`config.mk`:
```
export PLATFORM = sky130hd
export DESIGN_NAME = hpcre_engine
export DESIGN_NICKNAME = d
export VERILOG_FILES = /design/src/verilog/hpcre_engine.v /design/src/verilog/hpcre_buf.v
export VERILOG_INCLUDE_DIRS = /design/src /design/src/verilog
export SDC_FILE = /design/constraint.sdc
export NUM_CORES = 1
export LEC_CHECK = 0
export ABC_AREA = 1
export BUFFER_PORTS_ARGS = -buffer_cell sky130_fd_sc_hd__buf_2
export CAP_MARGIN = 20
export CELL_PAD_IN_SITES_DETAIL_PLACEMENT = 1
export CELL_PAD_IN_SITES_GLOBAL_PLACEMENT = 1
export CORE_MARGIN = 2
export CORE_UTILIZATION = 40
export DETAILED_ROUTE_END_ITERATION = 7
export PLACE_DENSITY_LB_ADDON = 0.08
export SYNTH_ARGS = -nofsm -noshare
export SYNTH_HDL_FRONTEND = slang
export SYNTH_HIERARCHICAL = 1
export SYNTH_SLANG_ARGS = --single-unit
```
`constraint.sdc`:
```
create_clock -name i_clock -period 7.62 [get_ports i_clock]
set_clock_uncertainty 0.05 [all_clocks]
set_input_delay 1.524 -clock i_clock [delete_from_list [all_inputs] [get_ports i_clock]]
set_output_delay 1.524 -clock i_clock [all_outputs]
set_load 0.02 [all_outputs]
```
`src/verilog/hpcre_consts.vh`:
```
`ifndef HPCRE_CONSTS_VH
`define HPCRE_CONSTS_VH
`define HPCRE_T_PING        8'h00
`define HPCRE_T_VERSION     8'h01
`define HPCRE_T_UWRITE      8'h02
`define HPCRE_T_UREAD       8'h03
`define HPCRE_T_STORE       8'h04
`define HPCRE_T_REBOOT      8'h05
`define HPCRE_T_KEYRPT      8'h80
`define HPCRE_T_TEMPRPT     8'h82
`define HPCRE_RESP_BIT      8'h40
`define HPCRE_ERR_BITS      8'hC0
`define HPCRE_MAX_LEN       8'h12
`define HPCRE_PING_MAX      8'h10
`define HPCRE_USER_LEN      8'h10
`define HPCRE_VER_LEN       8'h10
`define HPCRE_TEMP_LEN      8'h04
`define HPCRE_KEY_LEN       8'h01
`define HPCRE_CRC_INIT      16'hFFFF
`define HPCRE_CRC_POLY      16'h8408
`define HPCRE_REBOOT_A0     8'h08
`define HPCRE_REBOOT_A1     8'h12
`define HPCRE_REBOOT_A2     8'h63
`define HPCRE_HRST_A0       8'h0C
`define HPCRE_HRST_A1       8'h1C
`define HPCRE_HRST_A2       8'h61
`define HPCRE_HOFF_A0       8'h03
`define HPCRE_HOFF_A1       8'h0B
`define HPCRE_HOFF_A2       8'h5F
`define HPCRE_CLK_HZ        20000000
`define HPCRE_TEMP_PERIOD_MS 1000
`define HPCRE_ANSWER_MS     250
`define HPCRE_PULSE_CYC     16'h0400
`endif

```
`src/verilog/hpcre_engine.v`:
```
`timescale 1ns/10ps
`default_nettype none
`include "hpcre_consts.vh"
// How it works
// Reports go out on their own, not as answers to commands.
// Each enabled key press or release sends type 0x80 with one byte.
// Key byte: presses 1..6, releases 7..12, order up down left right enter exit.
// Only events enabled in the host key masks are reported.
// Each selected sensor sends type 0x82 with four bytes every second.
// Temperature byte 0 is the zero-based sensor index 0..31.
// Temperature bytes 1 and 2 are raw count, low byte first.
// Temperature byte 3 is the sensor check status, zero means bad.
// Every command is answered; answer type low six bits match command.
// Normal answer type is command type ORed with 0x40.
// Ping with 0..16 bytes echoes length and data unchanged.
// Version query answers 0x41 with a 16-byte text string.
// User write needs exactly 16 bytes, stored, then empty answer.
// User read answers 0x43 with the 16 stored bytes.
// Store-boot-state pulses a save request, answered by 0x44.
// Temperature reporting and host watchdog are not saved; start disabled.
// Type 0x05 with 8,18,99 restarts the device.
// Type 0x05 with 12,28,97 resets the host via pin 3.
// Type 0x05 with 3,11,95 powers the host off via pin 2.
// Each 0x05 variant answers 0x45 with no data.
// Host keeps the reset and power pins out of user GPIO.
// A device restart repeats sensor bus discovery.
// Packet is type, length, data; length at most 18.
// A 16-bit check ends each packet, low byte first.
// Every packet is answered within 250 ms.
// Host waits for each answer and retries after timeout.
// Bad check or length is dropped; parser resynchronises.
module hpcre_engine #(
  parameter [63:0]  TEMP_CYC = `HPCRE_CLK_HZ / 1000 * `HPCRE_TEMP_PERIOD_MS,
  parameter [127:0] VER_STR  = "MODL01:h1.0,s1.0"  // Arbitrary identity text.
) (
  input  wire        i_clock,        // Module clock, 20 MHz.
  input  wire        i_rst_n,        // Asynchronous reset, active low.
  input  wire [7:0]  i_rx_data,      // Received byte.
  input  wire        i_rx_valid,     // Received byte strobe.
  input  wire        i_tx_ready,     // Transmitter takes a byte.
  input  wire [5:0]  i_key_level,    // Key levels from pins.
  input  wire [5:0]  i_press_mask,   // Press report enables.
  input  wire [5:0]  i_release_mask, // Release report enables.
  input  wire [31:0] i_temp_select,  // Sensors selected for reports.
  input  wire [15:0] i_temp_count,   // Raw count of sensor o_temp_index.
  input  wire [7:0]  i_temp_status,  // Check status of that sensor.
  output reg  [7:0]  o_tx_data,      // Byte to send.
  output reg         o_tx_valid,     // Byte valid.
  output reg  [4:0]  o_temp_index,   // Sensor being read out.
  output reg         o_store_boot,   // Save boot state pulse.
  output reg         o_self_restart, // Device restart and bus rescan pulse.
  output reg         o_host_reset,   // Host reset drive on pin 3.
  output reg         o_host_power_off, // Host power off drive on pin 2.
  output reg         o_cmd_done      // Command answered pulse.
);
  localparam S_IDLE = 4'b0001;
  localparam S_HDR  = 4'b0010;
  localparam S_DATA = 4'b0100;
  localparam S_CRC  = 4'b1000;

  function [15:0] crc_byte;
    input [15:0] c;
    input [7:0]  d;
    integer k;
    reg [15:0] t;
    begin
      t = c ^ {8'h00, d};
      for (k = 0; k < 8; k = k + 1) begin
        t = t[0] ? ((t >> 1) ^ `HPCRE_CRC_POLY) : (t >> 1);
      end
      crc_byte = t;
    end
  endfunction

  // Receiver.
  reg  [2:0]  rx_st;
  reg  [7:0]  rx_type;
  reg  [7:0]  rx_len;
  reg  [4:0]  rx_cnt;
  reg  [15:0] rx_crc;
  reg  [7:0]  rx_crc_lo;
  reg  [7:0]  arg [0:2];
  reg         cmd_go;
  reg  [5:0]  key_s1, key_s2, key_s3;
  reg  [5:0]  key_prev;
  reg  [5:0]  key_pend_p, key_pend_r;
  reg  [31:0] temp_pend;
  reg  [63:0] sec_cnt;
  wire        ping_we = (rx_st == 3'd2) && i_rx_valid;

  wire [7:0]  ping_rd;
  wire [7:0]  user_rd;
  reg  [4:0]  rd_addr;
  hpcre_buf #(.AW(5)) u_ping (
    .i_clock (i_clock),
    .i_we    (ping_we),
    .i_waddr (rx_cnt),
    .i_wdata (i_rx_data),
    .i_raddr (rd_addr),
    .o_rdata (ping_rd)
  );
  // User area; writes from a staging copy after the check passes.
  reg         user_we;
  reg  [4:0]  user_wa;
  hpcre_buf #(.AW(5)) u_user (
    .i_clock (i_clock),
    .i_we    (user_we),
    .i_waddr (user_wa),
    .i_wdata (ping_rd),
    .i_raddr (rd_addr),
    .o_rdata (user_rd)
  );

  always @(posedge i_clock or negedge i_rst_n) begin
    if (!i_rst_n) begin
      rx_st     <= 3'd0;
      rx_type   <= 8'h00;
      rx_len    <= 8'h00;
      rx_cnt    <= 5'h00;
      rx_crc    <= `HPCRE_CRC_INIT;
      rx_crc_lo <= 8'h00;
      cmd_go    <= 1'b0;
      arg[0]    <= 8'h00;
      arg[1]    <= 8'h00;
      arg[2]    <= 8'h00;
    end else begin
      cmd_go <= 1'b0;
      if (i_rx_valid) begin
        case (rx_st)
          3'd0: begin
            rx_type <= i_rx_data;
            rx_crc  <= crc_byte(`HPCRE_CRC_INIT, i_rx_data);
            rx_st   <= 3'd1;
          end
          3'd1: begin
            rx_len <= i_rx_data;
            rx_crc <= crc_byte(rx_crc, i_rx_data);
            rx_cnt <= 5'h00;
            if (i_rx_data > `HPCRE_MAX_LEN) begin
              rx_st <= 3'd0;
            end else if (i_rx_data == 8'h00) begin
              rx_st <= 3'd3;
            end else begin
              rx_st <= 3'd2;
            end
          end
          3'd2: begin
            rx_crc <= crc_byte(rx_crc, i_rx_data);
            if (rx_cnt < 5'd3) begin
              arg[rx_cnt[1:0]] <= i_rx_data;
            end
            rx_cnt <= rx_cnt + 5'd1;
            if ({3'b000, rx_cnt} == rx_len - 8'h01) begin
              rx_st <= 3'd3;
            end
          end
          3'd3: begin
            rx_crc_lo <= i_rx_data;
            rx_st     <= 3'd4;
          end
          3'd4: begin
            rx_st  <= 3'd0;
            cmd_go <= ({i_rx_data, rx_crc_lo} == ~rx_crc);
          end
          default: rx_st <= 3'd0;
        endcase
      end
    end
  end

  // Key edges through a three-stage synchroniser.
  always @(posedge i_clock or negedge i_rst_n) begin
    if (!i_rst_n) begin
      key_s1   <= 6'h00;
      key_s2   <= 6'h00;
      key_s3   <= 6'h00;
      key_prev <= 6'h00;
    end else begin
      key_s1 <= i_key_level;
      key_s2 <= key_s1;
      key_s3 <= key_s2;
      key_prev <= (key_s2 & key_s3) | (key_prev & (key_s2 | key_s3));
    end
  end
  wire [5:0] key_now = (key_s2 & key_s3) | (key_prev & (key_s2 | key_s3));
  wire [5:0] ev_p = key_now & ~key_prev & i_press_mask;
  wire [5:0] ev_r = ~key_now & key_prev & i_release_mask;

  // Transmitter.
  reg  [3:0]  tx_st;
  reg  [7:0]  tx_type;
  reg  [7:0]  tx_len;
  reg  [4:0]  tx_cnt;
  reg  [15:0] tx_crc;
  reg  [1:0]  src;      // 0 ping, 1 user, 2 version, 3 report
  reg  [7:0]  rpt [0:3];
  reg         cmd_pend;
  reg  [7:0]  c_type;
  reg  [7:0]  c_len;
  reg  [1:0]  c_src;
  reg  [1:0]  c_act;
  reg  [7:0]  ucopy;
  reg         gap;
  reg  [4:0]  sel_t;
  reg  [2:0]  sel_k;
  reg         k_rel;
  reg         k_hit;
  reg         t_hit;
  reg  [15:0] pulse_cnt;
  integer     n;

  always @* begin
    sel_t = 5'd0;
    t_hit = 1'b0;
    for (n = 31; n >= 0; n = n - 1) begin
      if (temp_pend[n]) begin
        sel_t = n[4:0];
        t_hit = 1'b1;
      end
    end
    sel_k = 3'd0;
    k_rel = 1'b0;
    k_hit = 1'b0;
    for (n = 5; n >= 0; n = n - 1) begin
      if (key_pend_r[n]) begin
        sel_k = n[2:0];
        k_rel = 1'b1;
        k_hit = 1'b1;
      end
    end
    for (n = 5; n >= 0; n = n - 1) begin
      if (key_pend_p[n]) begin
        sel_k = n[2:0];
        k_rel = 1'b0;
        k_hit = 1'b1;
      end
    end
  end

  wire a_ok = (arg[0] == `HPCRE_REBOOT_A0) && (arg[1] == `HPCRE_REBOOT_A1)
              && (arg[2] == `HPCRE_REBOOT_A2);
  wire b_ok = (arg[0] == `HPCRE_HRST_A0) && (arg[1] == `HPCRE_HRST_A1)
              && (arg[2] == `HPCRE_HRST_A2);
  wire c_ok = (arg[0] == `HPCRE_HOFF_A0) && (arg[1] == `HPCRE_HOFF_A1)
              && (arg[2] == `HPCRE_HOFF_A2);
  wire [7:0] ver_byte = VER_STR[8'd127 - {tx_cnt[3:0], 3'b000} -: 8];
  wire       sec_tick = (sec_cnt >= TEMP_CYC - 64'd1);

  // Next data byte from whichever source this packet reads.
  always @* begin
    case (src)
      2'd0: ucopy = ping_rd;
      2'd1: ucopy = user_rd;
      2'd2: ucopy = ver_byte;
      default: ucopy = rpt[tx_cnt[1:0]];
    endcase
  end

  always @(posedge i_clock or negedge i_rst_n) begin
    if (!i_rst_n) begin
      tx_st <= 4'b0001; tx_type <= 8'h00; tx_len <= 8'h00;
      tx_cnt <= 5'h00; tx_crc <= `HPCRE_CRC_INIT; src <= 2'd0;
      rpt[0] <= 8'h00; rpt[1] <= 8'h00; rpt[2] <= 8'h00; rpt[3] <= 8'h00;
      cmd_pend <= 1'b0; c_type <= 8'h00; c_len <= 8'h00;
      c_src <= 2'd0; c_act <= 2'd0;
      key_pend_p <= 6'h00; key_pend_r <= 6'h00;
      temp_pend <= 32'h0; sec_cnt <= 64'h0;
      o_tx_data <= 8'h00; o_tx_valid <= 1'b0; o_temp_index <= 5'h00;
      o_store_boot <= 1'b0; o_self_restart <= 1'b0;
      o_host_reset <= 1'b0; o_host_power_off <= 1'b0; o_cmd_done <= 1'b0;
      rd_addr <= 5'h00; user_we <= 1'b0; user_wa <= 5'h00;
      pulse_cnt <= 16'h0; gap <= 1'b0;
    end else begin
      o_store_boot <= 1'b0;
      o_self_restart <= 1'b0;
      o_cmd_done <= 1'b0;
      user_we <= 1'b0;
      // Pending events; a new event wins over the clear below.
      key_pend_p <= key_pend_p | ev_p;
      key_pend_r <= key_pend_r | ev_r;
      if (sec_tick) begin
        sec_cnt   <= 64'h0;
        temp_pend <= i_temp_select;
      end else begin
        sec_cnt <= sec_cnt + 64'd1;
      end
      if (pulse_cnt != 16'h0) begin
        pulse_cnt <= pulse_cnt - 16'h1;
      end else begin
        o_host_reset <= 1'b0;
      end
      // Decode a checked command.
      if (cmd_go) begin
        cmd_pend <= 1'b1;
        c_type <= rx_type | `HPCRE_RESP_BIT;
        c_len <= 8'h00; c_src <= 2'd0; c_act <= 2'd0;
        case (rx_type)
          `HPCRE_T_PING: if (rx_len <= `HPCRE_PING_MAX) begin
            c_len <= rx_len;
          end else c_type <= rx_type | `HPCRE_ERR_BITS;
          `HPCRE_T_VERSION: if (rx_len == 8'h00) begin
            c_len <= `HPCRE_VER_LEN; c_src <= 2'd2;
          end else c_type <= rx_type | `HPCRE_ERR_BITS;
          `HPCRE_T_UWRITE: if (rx_len == `HPCRE_USER_LEN) begin
            c_act <= 2'd1;
          end else c_type <= rx_type | `HPCRE_ERR_BITS;
          `HPCRE_T_UREAD: if (rx_len == 8'h00) begin
            c_len <= `HPCRE_USER_LEN; c_src <= 2'd1;
          end else c_type <= rx_type | `HPCRE_ERR_BITS;
          `HPCRE_T_STORE: if (rx_len == 8'h00) begin
            o_store_boot <= 1'b1;
          end else c_type <= rx_type | `HPCRE_ERR_BITS;
          `HPCRE_T_REBOOT: if (rx_len == 8'h03 && (a_ok | b_ok | c_ok)) begin
            c_act <= a_ok ? 2'd2 : (b_ok ? 2'd3 : 2'd0);
            if (c_ok) o_host_power_off <= 1'b1;
          end else c_type <= rx_type | `HPCRE_ERR_BITS;
          default: c_type <= rx_type | `HPCRE_ERR_BITS;
        endcase
      end
      case (tx_st)
        S_IDLE: begin
          if (cmd_pend && c_act == 2'd1 && tx_cnt != 5'd17) begin
            // Copy staged user bytes into the nonvolatile area.
            rd_addr <= tx_cnt; user_wa <= tx_cnt - 5'd1;
            user_we <= (tx_cnt != 5'd0);
            tx_cnt <= tx_cnt + 5'd1;
          end else if (cmd_pend) begin
            cmd_pend <= 1'b0;
            tx_type <= c_type; tx_len <= c_len; src <= c_src;
            tx_st <= 4'b0010; tx_cnt <= 5'h00;
            if (c_act == 2'd3) begin
              o_host_reset <= 1'b1;
              pulse_cnt <= `HPCRE_PULSE_CYC;
            end
          end else if (k_hit) begin
            tx_type <= `HPCRE_T_KEYRPT; tx_len <= `HPCRE_KEY_LEN;
            rpt[0] <= {5'b0, sel_k} + (k_rel ? 8'd7 : 8'd1);
            if (k_rel) key_pend_r[sel_k] <= ev_r[sel_k];
            else key_pend_p[sel_k] <= ev_p[sel_k];
            src <= 2'd3; tx_st <= 4'b0010; tx_cnt <= 5'h00;
          end else if (t_hit) begin
            o_temp_index <= sel_t;
            // Sensor data belong to the index shown one cycle earlier.
            if (o_temp_index == sel_t) begin
              tx_type <= `HPCRE_T_TEMPRPT; tx_len <= `HPCRE_TEMP_LEN;
              rpt[0] <= {3'b000, sel_t};
              rpt[1] <= i_temp_count[7:0];
              rpt[2] <= i_temp_count[15:8];
              rpt[3] <= i_temp_status;
              // A re-arm in the same cycle wins over this clear.
              temp_pend[sel_t] <= sec_tick & i_temp_select[sel_t];
              src <= 2'd3; tx_st <= 4'b0010; tx_cnt <= 5'h00;
            end
          end else begin
            tx_cnt <= 5'h00;
          end
        end
        S_HDR: begin  // Type then length.
          if (!o_tx_valid || i_tx_ready) begin
            o_tx_valid <= 1'b1;
            if (tx_cnt == 5'd0) begin
              o_tx_data <= tx_type;
              tx_crc <= crc_byte(`HPCRE_CRC_INIT, tx_type);
              tx_cnt <= 5'd1;
              rd_addr <= 5'd0;
            end else begin
              o_tx_data <= tx_len;
              tx_crc <= crc_byte(tx_crc, tx_len);
              tx_cnt <= 5'd0;
              tx_st <= (tx_len == 8'h00) ? 4'b1000 : 4'b0100;
            end
          end
        end
        S_DATA: begin  // Data bytes; memories read one cycle ahead.
          if (gap) begin
            // A memory byte leaves one slot for the next registered read.
            gap <= 1'b0;
            if (i_tx_ready) begin
              o_tx_valid <= 1'b0;
            end
          end else if (!o_tx_valid || i_tx_ready) begin
            o_tx_valid <= 1'b1;
            o_tx_data <= ucopy;
            tx_crc <= crc_byte(tx_crc, ucopy);
            rd_addr <= tx_cnt + 5'd1;
            tx_cnt <= tx_cnt + 5'd1;
            gap <= ~src[1];
            if ({3'b000, tx_cnt} == tx_len - 8'h01) begin
              tx_st <= 4'b1000;
              tx_cnt <= 5'd0;
              gap <= 1'b0;
            end
          end
        end
        S_CRC: begin  // Check value, low byte first.
          if (!o_tx_valid || i_tx_ready) begin
            o_tx_valid <= 1'b1;
            if (tx_cnt == 5'd0) begin
              o_tx_data <= ~tx_crc[7:0];
              tx_cnt <= 5'd1;
            end else if (tx_cnt == 5'd1) begin
              o_tx_data <= ~tx_crc[15:8];
              tx_cnt <= 5'd2;
            end else begin
              o_tx_valid <= 1'b0;
              tx_cnt <= 5'd0;
              tx_st <= 4'b0001;
              if (src != 2'd3) begin
                o_cmd_done <= 1'b1;
                // Restart and bus rescan follow the answer.
                o_self_restart <= (c_act == 2'd2) & (tx_type == 8'h45);
              end
            end
          end
        end
        default: tx_st <= 4'b0001;
      endcase
      if (rx_st == 3'd0 && i_rx_valid) c_act <= (cmd_pend ? c_act : 2'd0);
    end
  end
endmodule // hpcre_engine
`default_nettype wire

```
`src/verilog/hpcre_buf.v`:
```
`timescale 1ns/10ps
`default_nettype none
// Small byte memory with registered read data.
module hpcre_buf #(
  parameter AW = 5
) (
  input  wire          i_clock,  // Module clock.
  input  wire          i_we,     // Write strobe.
  input  wire [AW-1:0] i_waddr,  // Write address.
  input  wire [7:0]    i_wdata,  // Write data.
  input  wire [AW-1:0] i_raddr,  // Read address.
  output reg  [7:0]    o_rdata   // Registered read data.
);
  reg [7:0] mem [0:(1<<AW)-1];
  always @(posedge i_clock) begin
    if (i_we) begin
      mem[i_waddr] <= i_wdata;
    end
    o_rdata <= mem[i_raddr];
  end
endmodule // hpcre_buf
`default_nettype wire

```
==> results.md, run 1 <==
- Status: finished clean
- WL/cell: between 20 and 25 µm
- Crit end category: flip-flop
- Top cell type by total area after synthesis: edfxtp_1
- WHS Endpoint: key_s2[2]
- Crit-path max FO: 36
- Relative slew slack: a little under a third
- Number of routed nets with antenna violations: 0
- Total Neg Setup Slack: 0 ns
- Clk Latency, worst-skew pair: 0.66 ns
- Power Density: 329 mW/mm²
- Delay-heaviest family, CP: buffers and inverters
- Worst setup SP type: flip-flop
- Syn Area/Cell: 9.59 µm²
- Predominant post-synthesis flop cell: edfxtp_1
- Critical path, cell by cell: inv_1 > ha_1 > inv_1 > nor2_1 > nand2_1 > buf_4 > clkinv_1 > o21ai_0 > nor2_1 > nand2_1 > mux2_2
- Buffers & Inverters on Critical Path: 4
- Total of max-cap violations: 0
- CTS tree: done
- FMAX: roughly 220 MHz
- Leakage: approximately 0.019 µW
- Max-slew violations: 0
- Crit-path max cell delay: 0.85 ns
- Core area: approximately 0.099 mm²
- WL final: about 120000 µm
- Top Ports: 105
- Synth Cell Area: approximately 0.04 mm²
- Root Buffer: clkbuf_16
- RePlAce Congestion: around 0.83
- Share of layout cells above drive strength 1: roughly 8.5%
- Initial antenna violation count: 5
- Hold path cells: 0
- Synthesized instance count: between 4k and 5k
- CP required: 8.11 ns
- Pre-antenna DRT Iters: 5
- CTS Buf Count: 99
- Port Buffer Count: between 100 and 150
- Worst-case vdd ir drop: between 0.00015 and 0.0002 V
- Slowest-stage cell, CP: dfrtp_1
- Commonest non-fill, non-tap cell in the layout: nand2_1
- Register area share after synthesis: 61.0%
- DR vias: between 20k and 30k
- Period utilization: 58.4%
- Hold Fails Final Rpt: 0
- FP Rows: 115
- Synth top area cells: edfxtp_1, dfrtp_1, nand2_1
- Cell area after layout: between 0.04 and 0.05 mm²
- Vias in the first global route: approximately 30k
- Post_cts resized: 0
- Ys async rst share: between 30% and 40%
- CTS max path bufs: 3
- Post-DP HPWL: around 75000 µm
- Iter 0 DRT Violations: 1685
- Gr ovfl total: 0
- Die Ht: roughly 320 µm
- Nets: 4387
- R2R depth: 11
- Reg clk slew, reported paths: about 0.06 ns
- Most frequent cells in the layout: nand2_1, edfxtp_1, nand3_1
- R2r endpoint: rd_addr[1]
- First-pass GRT wire length: 182000 µm
- Hold Path Origin: key_s1[2]
- Worst path arrival time: 4.94 ns
- Die ar.: ~0.10 mm²
- Power, Total: 14800 µW
- Post-synth EDFFs: 512
- H-tree levels: 3
- Worst Tran Pin Value: approximately 1.0 ns
- Post-synthesis register bit count: a little under 900
- Type of the worst setup path: reg2reg
- Die W: roughly 320 µm
- Sink Count: 873
- Drt via density: 5.25
- Worst hold path type: reg2reg
- Share of the synthesized area in the top cell type: between 30% and 40%
- Drt drc: 0
- Total setup buffers inserted after CTS: 0
- Unrepaired setup endpoints after global routing: false
- Cts hold-fix bufs: 0
- Post-synth cell types: 68
- Reg2reg setup slack: approximately 3.2 ns
- P&R area growth vs syn: 12.3%
- Synthesis warning total: 6
- Period minus WS final: roughly 4.5 ns
- Overall routing resource usage: 22.8%
- Placed cell areas: between 0.04 and 0.05 mm²
- Setup-failing EPs final: 0
- Largest net degree at the start of global routing: around 150
- Starting density of the core: a little over 40%
- R2R Path Start: tx_cnt[0]
[synthesized netlist by cell type, types with 6 or more instances]
cell / instances
edfxtp_1: 512
nand2_1: 1276
nor3_1: 41
o31ai_1: 7
a21oi_1: 71
inv_1: 317
buf_1: 8
buf_4: 10
nor4_1: 25
dfrtp_1: 312
mux2i_1: 19
dfxtp_1: 16
o22ai_1: 24
inv_2: 8
a31oi_1: 14
xnor2_1: 38
xor2_1: 64
buf_6: 50
a41oi_1: 7
a221oi_1: 6
nor3b_1: 10
ha_1: 20
o21ai_0: 191
dfstp_2: 33
clkbuf_1: 64
o21ai_1: 17
nand3_1: 500
nand4_1: 21
nor2_1: 314
buf_2: 38
a22oi_1: 11
a32o_1: 7
o211ai_1: 30
[through the flow]
step,instances,setup WS (ns),util (%),hold WS [ns]
after floorplan,4200,4.53,-,0.281
after global placement,5466,3.35,42.0,0.282
after detailed placement,5466,3.22,42.0,0.286
after CTS,5653,3.22,45.4,0.299
after global routing,5654,2.82,45.5,0.308
final,5654,3.17,45.5,0.299
[logic make-up after synthesis]
kind of cell | Yosys count | synth area share (%)
and+or+nand+nor | 2214 | 23.2
DFF | 873 | 61.0
buffers and inverters | 501 | 5.87
AOI/OAI and AO/OA | 422 | 6.29
xor gates and xnor gates | 103 | 2.28
adders and majority gates | 24 | 0.752
muxes | 24 | 0.617
other | 1 | 0.00939
[state kept, by name, summed over array words and instances (netlist names), 16 cells and up]
| signal | cells |
|---|---|
| sec_cnt | 64 |
| rx_crc | 16 |
| tx_crc | 16 |
| u_ping/mem | 256 |
| pulse_cnt | 16 |
| temp_pend | 32 |
| u_user/mem | 256 |
| rpt | 29 |
| arg | 24 |
[where the power goes]
| group | internal [µW] | total, µW | leakage, µW | switching, µW |
|---|---|---|---|---|
| logic | 1140 | 3890 | 0.00803 | 2760 |
| clock network | 2950 | 4910 | 0.00164 | 1960 |
| registers | 5590 | 5950 | 0.00886 | 369 |
| total | 9670 | 14800 | 0.0185 | 5090 |
[worst max-delay path by stage]
stage,from,endpoint,slack (ns),depth (start not counted)
after CTS,tx_cnt[0],rd_addr[1],3.22,11
after detailed placement,tx_cnt[0],rd_addr[2],3.22,11
final,tx_cnt[0],rd_addr[1],3.17,11
after global routing,tx_cnt[0],rd_addr[0],2.82,11
after floorplan,i_rx_valid,rx_crc[5],4.53,8
after global placement,tx_cnt[0],rd_addr[2],3.35,11
[layout make-up]
cell class | instances | area (µm²)
sequential | 873 | 24400
clock buffer | 140 | 2820
inverter | 331 | 1250
timing repair buffer | 149 | 893
fill | 11200 | 53800
antenna | 1 | 2.50
tap | 1287 | 1610
clock inverter | 47 | 542
multi-input combinational | 2826 | 13400
[per-layer routing]
metal / part of all wire [%] / track usage (%) / up-vias
met5: 0.046 / 0 / -
met4: 1.8 / 5.41 / 8
met3: 3.7 / 2.99 / 145
met2: 47 / 37.2 / 460
met1: 47 / 32.5 / 14900
li1: - / - / 14200
Note: power is estimated with default switching activity, not from simulation.
==> run 2: changes to the inputs <==
==> constraint.sdc (replaced) <==
create_clock -name i_clock -period 4.35 [get_ports i_clock]
set_clock_uncertainty 0.05 [all_clocks]
set_input_delay 0.87 -clock i_clock [delete_from_list [all_inputs] [get_ports i_clock]]
set_output_delay 0.87 -clock i_clock [all_outputs]
set_load 0.02 [all_outputs]
==> run 2 against run 1 <==
  * Sequential power increased by 75%
  * Fmax is 17% higher
  * Critical path depth grew 26
  * Routed wire length increased by 0.68%
  * Combinational power increased by 79%
  * Count of clock-buffer cells in the layout is 17 lower
  * Utilization increased by 0.21 points
  * Via count rose by 0.73%
  * Register-to-register slack worse by 2.6 ns
  * Die area unchanged
  * Largest power group unchanged
==> results.md, run 2 (synthesis results as in run 1) <==
- FP Rows: 115 (unchanged)
- WL final: 117000 µm (+0.68%)
- Pre-antenna DRT Iters: 5 (unchanged)
- Period minus WS final: 3.79 ns (-0.661 ns)
- Final Instance Count excl. Fillers: 5691 (+0.65%)
- Initial antenna violation count: 3 (-2)
- Clk Latency, worst-skew pair: 0.68 ns (+0.02 ns)
- Iter 0 DRT Violations: 1901 (+13%)
- Nets: 4430 (+0.98%)
- Slowest-stage cell, CP: nor2_2
- Port Buffer Count: 104 (unchanged)
- Total of max-cap violations: 0 (unchanged)
- Comb pwr share: 27.3% (+0.9 points)
- Worst hold path type: in2async
- Power Internal: 16600 µW (+72%)
- Setup-failing EPs final: 0 (unchanged)
- Core area: 0.0987 mm² (unchanged)
- Largest net degree at the start of global routing: 148 (unchanged)
- Starting density of the core: 40.5% (unchanged)
- Type of the worst setup path: reg2reg
- Power Density: 568 mW/mm² (+73%)
- Period utilization: 87.2% (+29 points)
- Worst Setup SP: temp_pend[29]
- Crit. path cell count: 37 (+26)
- Share of layout cells above drive strength 1: 9.33% (+0.79 points)
- Sink Count: 873 (unchanged)
- Clk network pwr share: 32.0% (-1.3 points)
- Post_cts resized: 0 (unchanged)
- Reg clk slew, reported paths: 0.06 ns (about the same)
- WL/cell: 20.6 µm (about the same)
- Die W: 320 µm (unchanged)
- Total Neg Setup Slack: 0 ns (unchanged)
- Unrepaired setup endpoints after global routing: false
- DR vias: 29.9k (+0.73%)
- FMAX: 264 MHz (+17%)
- Worst path arrival time: 4.29 ns (-0.65 ns)
- Reg power frac: 40.7% (+0.4 points)
- Cts hold-fix bufs: 0 (unchanged)
- H-tree levels: 3 (unchanged)
- NetSw: 8960 µW (+76%)
- Root Buffer: clkbuf_16
- CP required: 4.85 ns (-3.26 ns)
- Status: finished clean
- Leakage: 0.0187 µW (+0.93%)
- Number of routed nets with antenna violations: 0 (unchanged)
- CP most frequent cell: nand2_1
- Gr ovfl total: 0 (unchanged)
- Inst Count DP: 5510 (+0.80%)
- Overall routing resource usage: 23.1% (+0.30 points)
- Post-DP HPWL: 77400 µm (+3.5%)
- Worst-case vdd ir drop: 0.000393 V (+97%)
- Area taken by multi-input logic gates: 0.0134 mm² (unchanged)
- Max-slew violations: 0 (unchanged)
- Buffers & Inverters on Critical Path: 2 (-2)
- Relative slew slack: 29.8% (-0.27 points)
- Die Ht: 320 µm (unchanged)
- Crit-path max FO: 24 (-33%)
- Drt via density: 5.25 (about the same)
- Top Ports: 105 (unchanged)
- Regs by FF count: u_ping/mem (256), u_user/mem (256), sec_cnt (64)
- Reg2reg setup slack: 0.56 ns (-2.61 ns)
- Die ar.: 0.102 mm² (unchanged)
- CTS tree: done
- CTS max path bufs: 3 (unchanged)
- Total setup buffers inserted after CTS: 0 (unchanged)
- CTS Buf Count: 97 (-2.0%)
- Vias in the first global route: 31.1k (+1.0%)
- Most frequent cells in the layout: nand2_1, edfxtp_1, nand3_1
- Worst setup endpoint: rpt[3]
- Worst Tran Pin Value: 1.05 ns (+0.00404 ns)
- Register area: 0.0244 mm² (unchanged)
- Power, Total: 25600 µW (+73%)
- Sw Ratio: 35.0% (+0.53 points)
- Worst setup SP type: flip-flop
- Commonest non-fill, non-tap cell in the layout: nand2_1
- RePlAce Congestion: 0.870 (+4.7%)
- Hold Fails Final Rpt: 0 (unchanged)
- Fill cell count: 11.3k (+0.43%)
- R2R depth: 37 (+26)
- Crit end category: flip-flop
- Drt drc: 0 (unchanged)
- Crit-path max cell delay: 0.47 ns (-0.38 ns)
- R2r endpoint: rpt[3]
- R2R Path Start: temp_pend[29]
- First-pass GRT wire length: 184000 µm (+1.2%)
- P&R area growth vs syn: 12.9%
- Delay-heaviest family, CP: simple AND/OR/NAND/NOR gates
==> run 2: cell type report <==
type	count	share of cell area, %
Antenna cell	1	0.00555
Clock buffer	123	5.88
Clock inverter	56	1.11
Inverter	331	2.77
Multi-Input combinational cell	2826	29.7
Sequential cell	873	54.1
Tap cell	1287	3.57
Timing Repair Buffer	194	2.89
==> run 2: worst min path at each step <==
stage | startpoint | endpoint | slack, ns | depth (start not counted)
2_1_floorplan | key_s1[0] | key_s2[0] | 0.28 | 0
3_3_place_gp | key_s1[3] | key_s2[3] | 0.28 | 0
3_5_place_dp | key_s1[3] | key_s2[3] | 0.29 | 0
4_1_cts | i_rst_n | c_type[6] | 0.15 | 1
5_1_grt | i_rst_n | c_type[4] | 0.20 | 1
6_report | i_rst_n | c_type[6] | 0.15 | 1
==> run 2: layer usage <==
layer | share of wire (%) | GRT usage [%]
met3 | 3.8 | 2.70
met1 | 47 | 32.9
met5 | 0 | 0
met2 | 47 | 37.6
met4 | 2.3 | 6.38
==> run 2: power groups by stage <==
stage | sequential, µW | clock (µW) | combinational [µW]
2_1_floorplan | 10400 | 0 | 4610
5_1_grt | 10500 | 8710 | 7850
4_1_cts | 10400 | 8400 | 7060
3_3_place_gp | 10600 | 0 | 6910
6_report | 10400 | 8190 | 6980
3_5_place_dp | 10600 | 0 | 7000
==> run 2: per-stage QoR <==
| step | hold slack [ns] | utilization, % | worst slack [ns] | cell area, µm² |
|---|---|---|---|---|
| finish | 0.152 | 45.7 | 0.559 | 45100 |
| global route | 0.200 | 45.7 | 0.0457 | 45100 |
| CTS | 0.146 | 45.7 | 0.505 | 45100 |
| detailed placement | 0.287 | 42.5 | 0.568 | 41900 |
| global placement | 0.283 | 42.5 | 0.587 | 41900 |
| floorplan | 0.281 | - | 1.39 | 40100 |
==> run 3: changes to the inputs <==
--- a/config.mk
+++ b/config.mk
@@ -12,8 +12,9 @@
 export CELL_PAD_IN_SITES_DETAIL_PLACEMENT = 1
 export CELL_PAD_IN_SITES_GLOBAL_PLACEMENT = 1
 export CORE_MARGIN = 2
-export CORE_UTILIZATION = 40
+export CORE_UTILIZATION = 49
 export DETAILED_ROUTE_END_ITERATION = 7
+export GPL_ROUTABILITY_DRIVEN = 0
 export PLACE_DENSITY_LB_ADDON = 0.08
 export SYNTH_ARGS = -nofsm -noshare
 export SYNTH_HDL_FRONTEND = slang
==> run 3 against run 2 <==
  * Worst setup slack better by 0.0090 ns
  * Non-clock buffer count fell by 24
  * Die area down 18%
  * Combinational power grew 1%
  * Routed wire length is 0.89% lower
  * Total power is 0.93% lower
  * First-iteration DRC count grew 11%
  * Sequential cell count unchanged
  * Sequential share of layout area is 0.69 points higher
==> results.md, run 3 (synthesis results as in run 1) <==
- Total setup buffers inserted after CTS: 0 (unchanged)
- Clk network pwr share: 31.3% (-0.7 points)
- CP most frequent cell: nand2_1
- Initial antenna violation count: 2 (-1)
- Worst-case vdd ir drop: 0.000401 V (+1.8%)
- Total of max-cap violations: 0 (unchanged)
- Crit-path max cell delay: 0.38 ns (-0.09 ns)
- Reg2reg setup slack: 0.57 ns (about the same)
- Power, Total: 25400 µW (-0.93%)
- First-pass GRT wire length: 180000 µm (-1.9%)
- Worst setup SP type: flip-flop
- Sink Count: 873 (unchanged)
- NetSw: 8880 µW (-0.86%)
- Vias in the first global route: 31.8k (+2.3%)
- Inst Count DP: 5260 (-4.5%)
- Type of the worst setup path: reg2reg
- Fill cell count: 9039 (-20%)
- Cts hold-fix bufs: 0 (unchanged)
- Power Density: 570 mW/mm² (+0.34%)
- Hold Fails Final Rpt: 0 (unchanged)
- Crit. path cell count: 39 (+5.4%)
- Largest net degree at the start of global routing: 201 (+36%)
- Slowest-stage cell, CP: dfrtp_1
- FP Rows: 104 (-9.6%)
- WL/cell: 21.4 µm (+3.9%)
- WL final: 116000 µm (-0.89%)
- Worst path arrival time: 4.24 ns (-0.05 ns)
- R2R Path Start: temp_pend[29]
- Register area: 0.0244 mm² (unchanged)
- Status: finished clean
- Area taken by multi-input logic gates: 0.0134 mm² (unchanged)
- Cell area after layout: 0.0445 mm² (-1.3%)
- Iter 0 DRT Violations: 2104 (+11%)
- Leakage: 0.0185 µW (-1.1%)
- Total Neg Setup Slack: 0 ns (unchanged)
- Die ar.: 0.0838 mm² (-18%)
- H-tree levels: 3 (unchanged)
- Top Ports: 105 (unchanged)
- Delay-heaviest family, CP: simple AND/OR/NAND/NOR gates
- Regs by FF count: u_ping/mem (256), u_user/mem (256), sec_cnt (64)
- CTS max path bufs: 3 (unchanged)
- Worst hold path type: in2async
- CTS Buf Count: 93 (-4.1%)
- Pre-antenna DRT Iters: 5 (unchanged)
- Unrepaired setup endpoints after global routing: false
- Overall routing resource usage: 27.7% (+4.6 points)
- Worst Tran Pin Value: 1.14 ns (+0.0881 ns)
- Gr ovfl total: 0 (unchanged)
- Drt via density: 5.62 (+6.9%)
- Power Internal: 16500 µW (-0.97%)
- Period utilization: 86.9% (-0.21 points)
- Sw Ratio: 35.0% (about the same)
- Worst setup endpoint: temp_pend[22]
- CTS tree: done
- Clk Latency, worst-skew pair: 0.64 ns (-0.04 ns)
- Core area: 0.0805 mm² (-18%)
- CP required: 4.81 ns (-0.04 ns)
- Crit-path max FO: 24 (unchanged)
- R2r endpoint: temp_pend[22]
- Period minus WS final: 3.78 ns (-0.00898 ns)
- P&R area growth vs syn: 11.4%
- Comb pwr share: 27.9% (+0.6 points)
- Port Buffer Count: 104 (unchanged)
- # diodes: 0 (-1)
- DR vias: 30.5k (+2.0%)
- Post-DP HPWL: 76400 µm (-1.2%)
- Final core utilization: 55.2% (+9.6 points)
- Post_cts resized: 0 (unchanged)
- Setup-failing EPs final: 0 (unchanged)
- Die Ht: 289 µm (-9.5%)
- Placed cell areas: 0.0415 mm² (-1.1%)
- Share of layout cells above drive strength 1: 8.79% (-0.55 points)
- Nets: 4402 (-0.63%)
- R2R depth: 39 (+5.4%)
- Die W: 289 µm (-9.5%)
- Max-slew violations: 0 (unchanged)
- Root Buffer: clkbuf_16
- Reg clk slew, reported paths: 0.06 ns (about the same)
- Drt drc: 0 (unchanged)
- Reg power frac: 40.9% (+0.2 points)
- Most frequent cells in the layout: nand2_1, edfxtp_1, nand3_1
- Starting density of the core: 49.6% (+9.1 points)
- Buffers & Inverters on Critical Path: 3 (+1)
- Commonest non-fill, non-tap cell in the layout: nand2_1
- FMAX: 264 MHz (+0.24%)
- Crit end category: flip-flop
- Final Instance Count excl. Fillers: 5430 (-4.6%)
- Number of routed nets with antenna violations: 0 (unchanged)
- Worst Setup SP: temp_pend[29]
- Relative slew slack: 23.4% (-6.3 points)
==> run 3: changes by cell type in the layout (fill, tap and decap cells not counted), moves of 2 or more <==
cell        change
clkinv_2        -2
clkinvlp_4      +5
buf_4          -24
clkinv_4        -4
clkbuf_8        +3
clkbuf_16       -6
clkinv_1        -7
==> run 3: power by group through the flow <==
| stage | clock (µW) | combinational (µW) | sequential (µW) |
|---|---|---|---|
| after floorplan | 0 | 4610 | 10400 |
| after global placement | 0 | 6750 | 10500 |
| after detailed placement | 0 | 6950 | 10500 |
| after CTS | 8070 | 7060 | 10400 |
| after global routing | 8370 | 7840 | 10400 |
| final | 7920 | 7060 | 10400 |
==> run 3: through the flow <==
stage                     worst slack [ns]  hold WS (ns)
final                                0.568         0.114
after global routing                0.0286         0.160
after CTS                            0.537         0.129
after detailed placement             0.584         0.286
after global placement               0.676         0.282
after floorplan                       1.39         0.281
==> run 3: final cells by class <==
type	instances	share of cell area [%]
Clock inverter	48	1.08
Multi-Input combinational cell	2826	30.1
Timing Repair Buffer	170	2.56
Inverter	331	2.80
Clock buffer	122	5.74
Tap cell	1060	2.98
Sequential cell	873	54.8
==> run 3: layer usage <==
metal  routed length [µm]  part of all wire [%]  track usage (%)  vias to the layer above
met2                56100                    48             46.4                      736
met1                51700                    45             38.4                    15400
met3                 5620                   4.8             3.65                      171
met5                    0                     0                0                        -
met4                 2640                   2.3             7.24                        0
li1                     -                     -                -                    14200
==> run 3: worst min path at each step <==
stage / end / slack, ns / from
after floorplan: key_s2[0] / 0.28 / key_s1[0]
after global placement: key_s2[0] / 0.28 / key_s1[0]
after detailed placement: key_s2[0] / 0.29 / key_s1[0]
after CTS: arg[5] / 0.13 / i_rst_n
after global routing: arg[5] / 0.16 / i_rst_n
final: arg[5] / 0.11 / i_rst_n
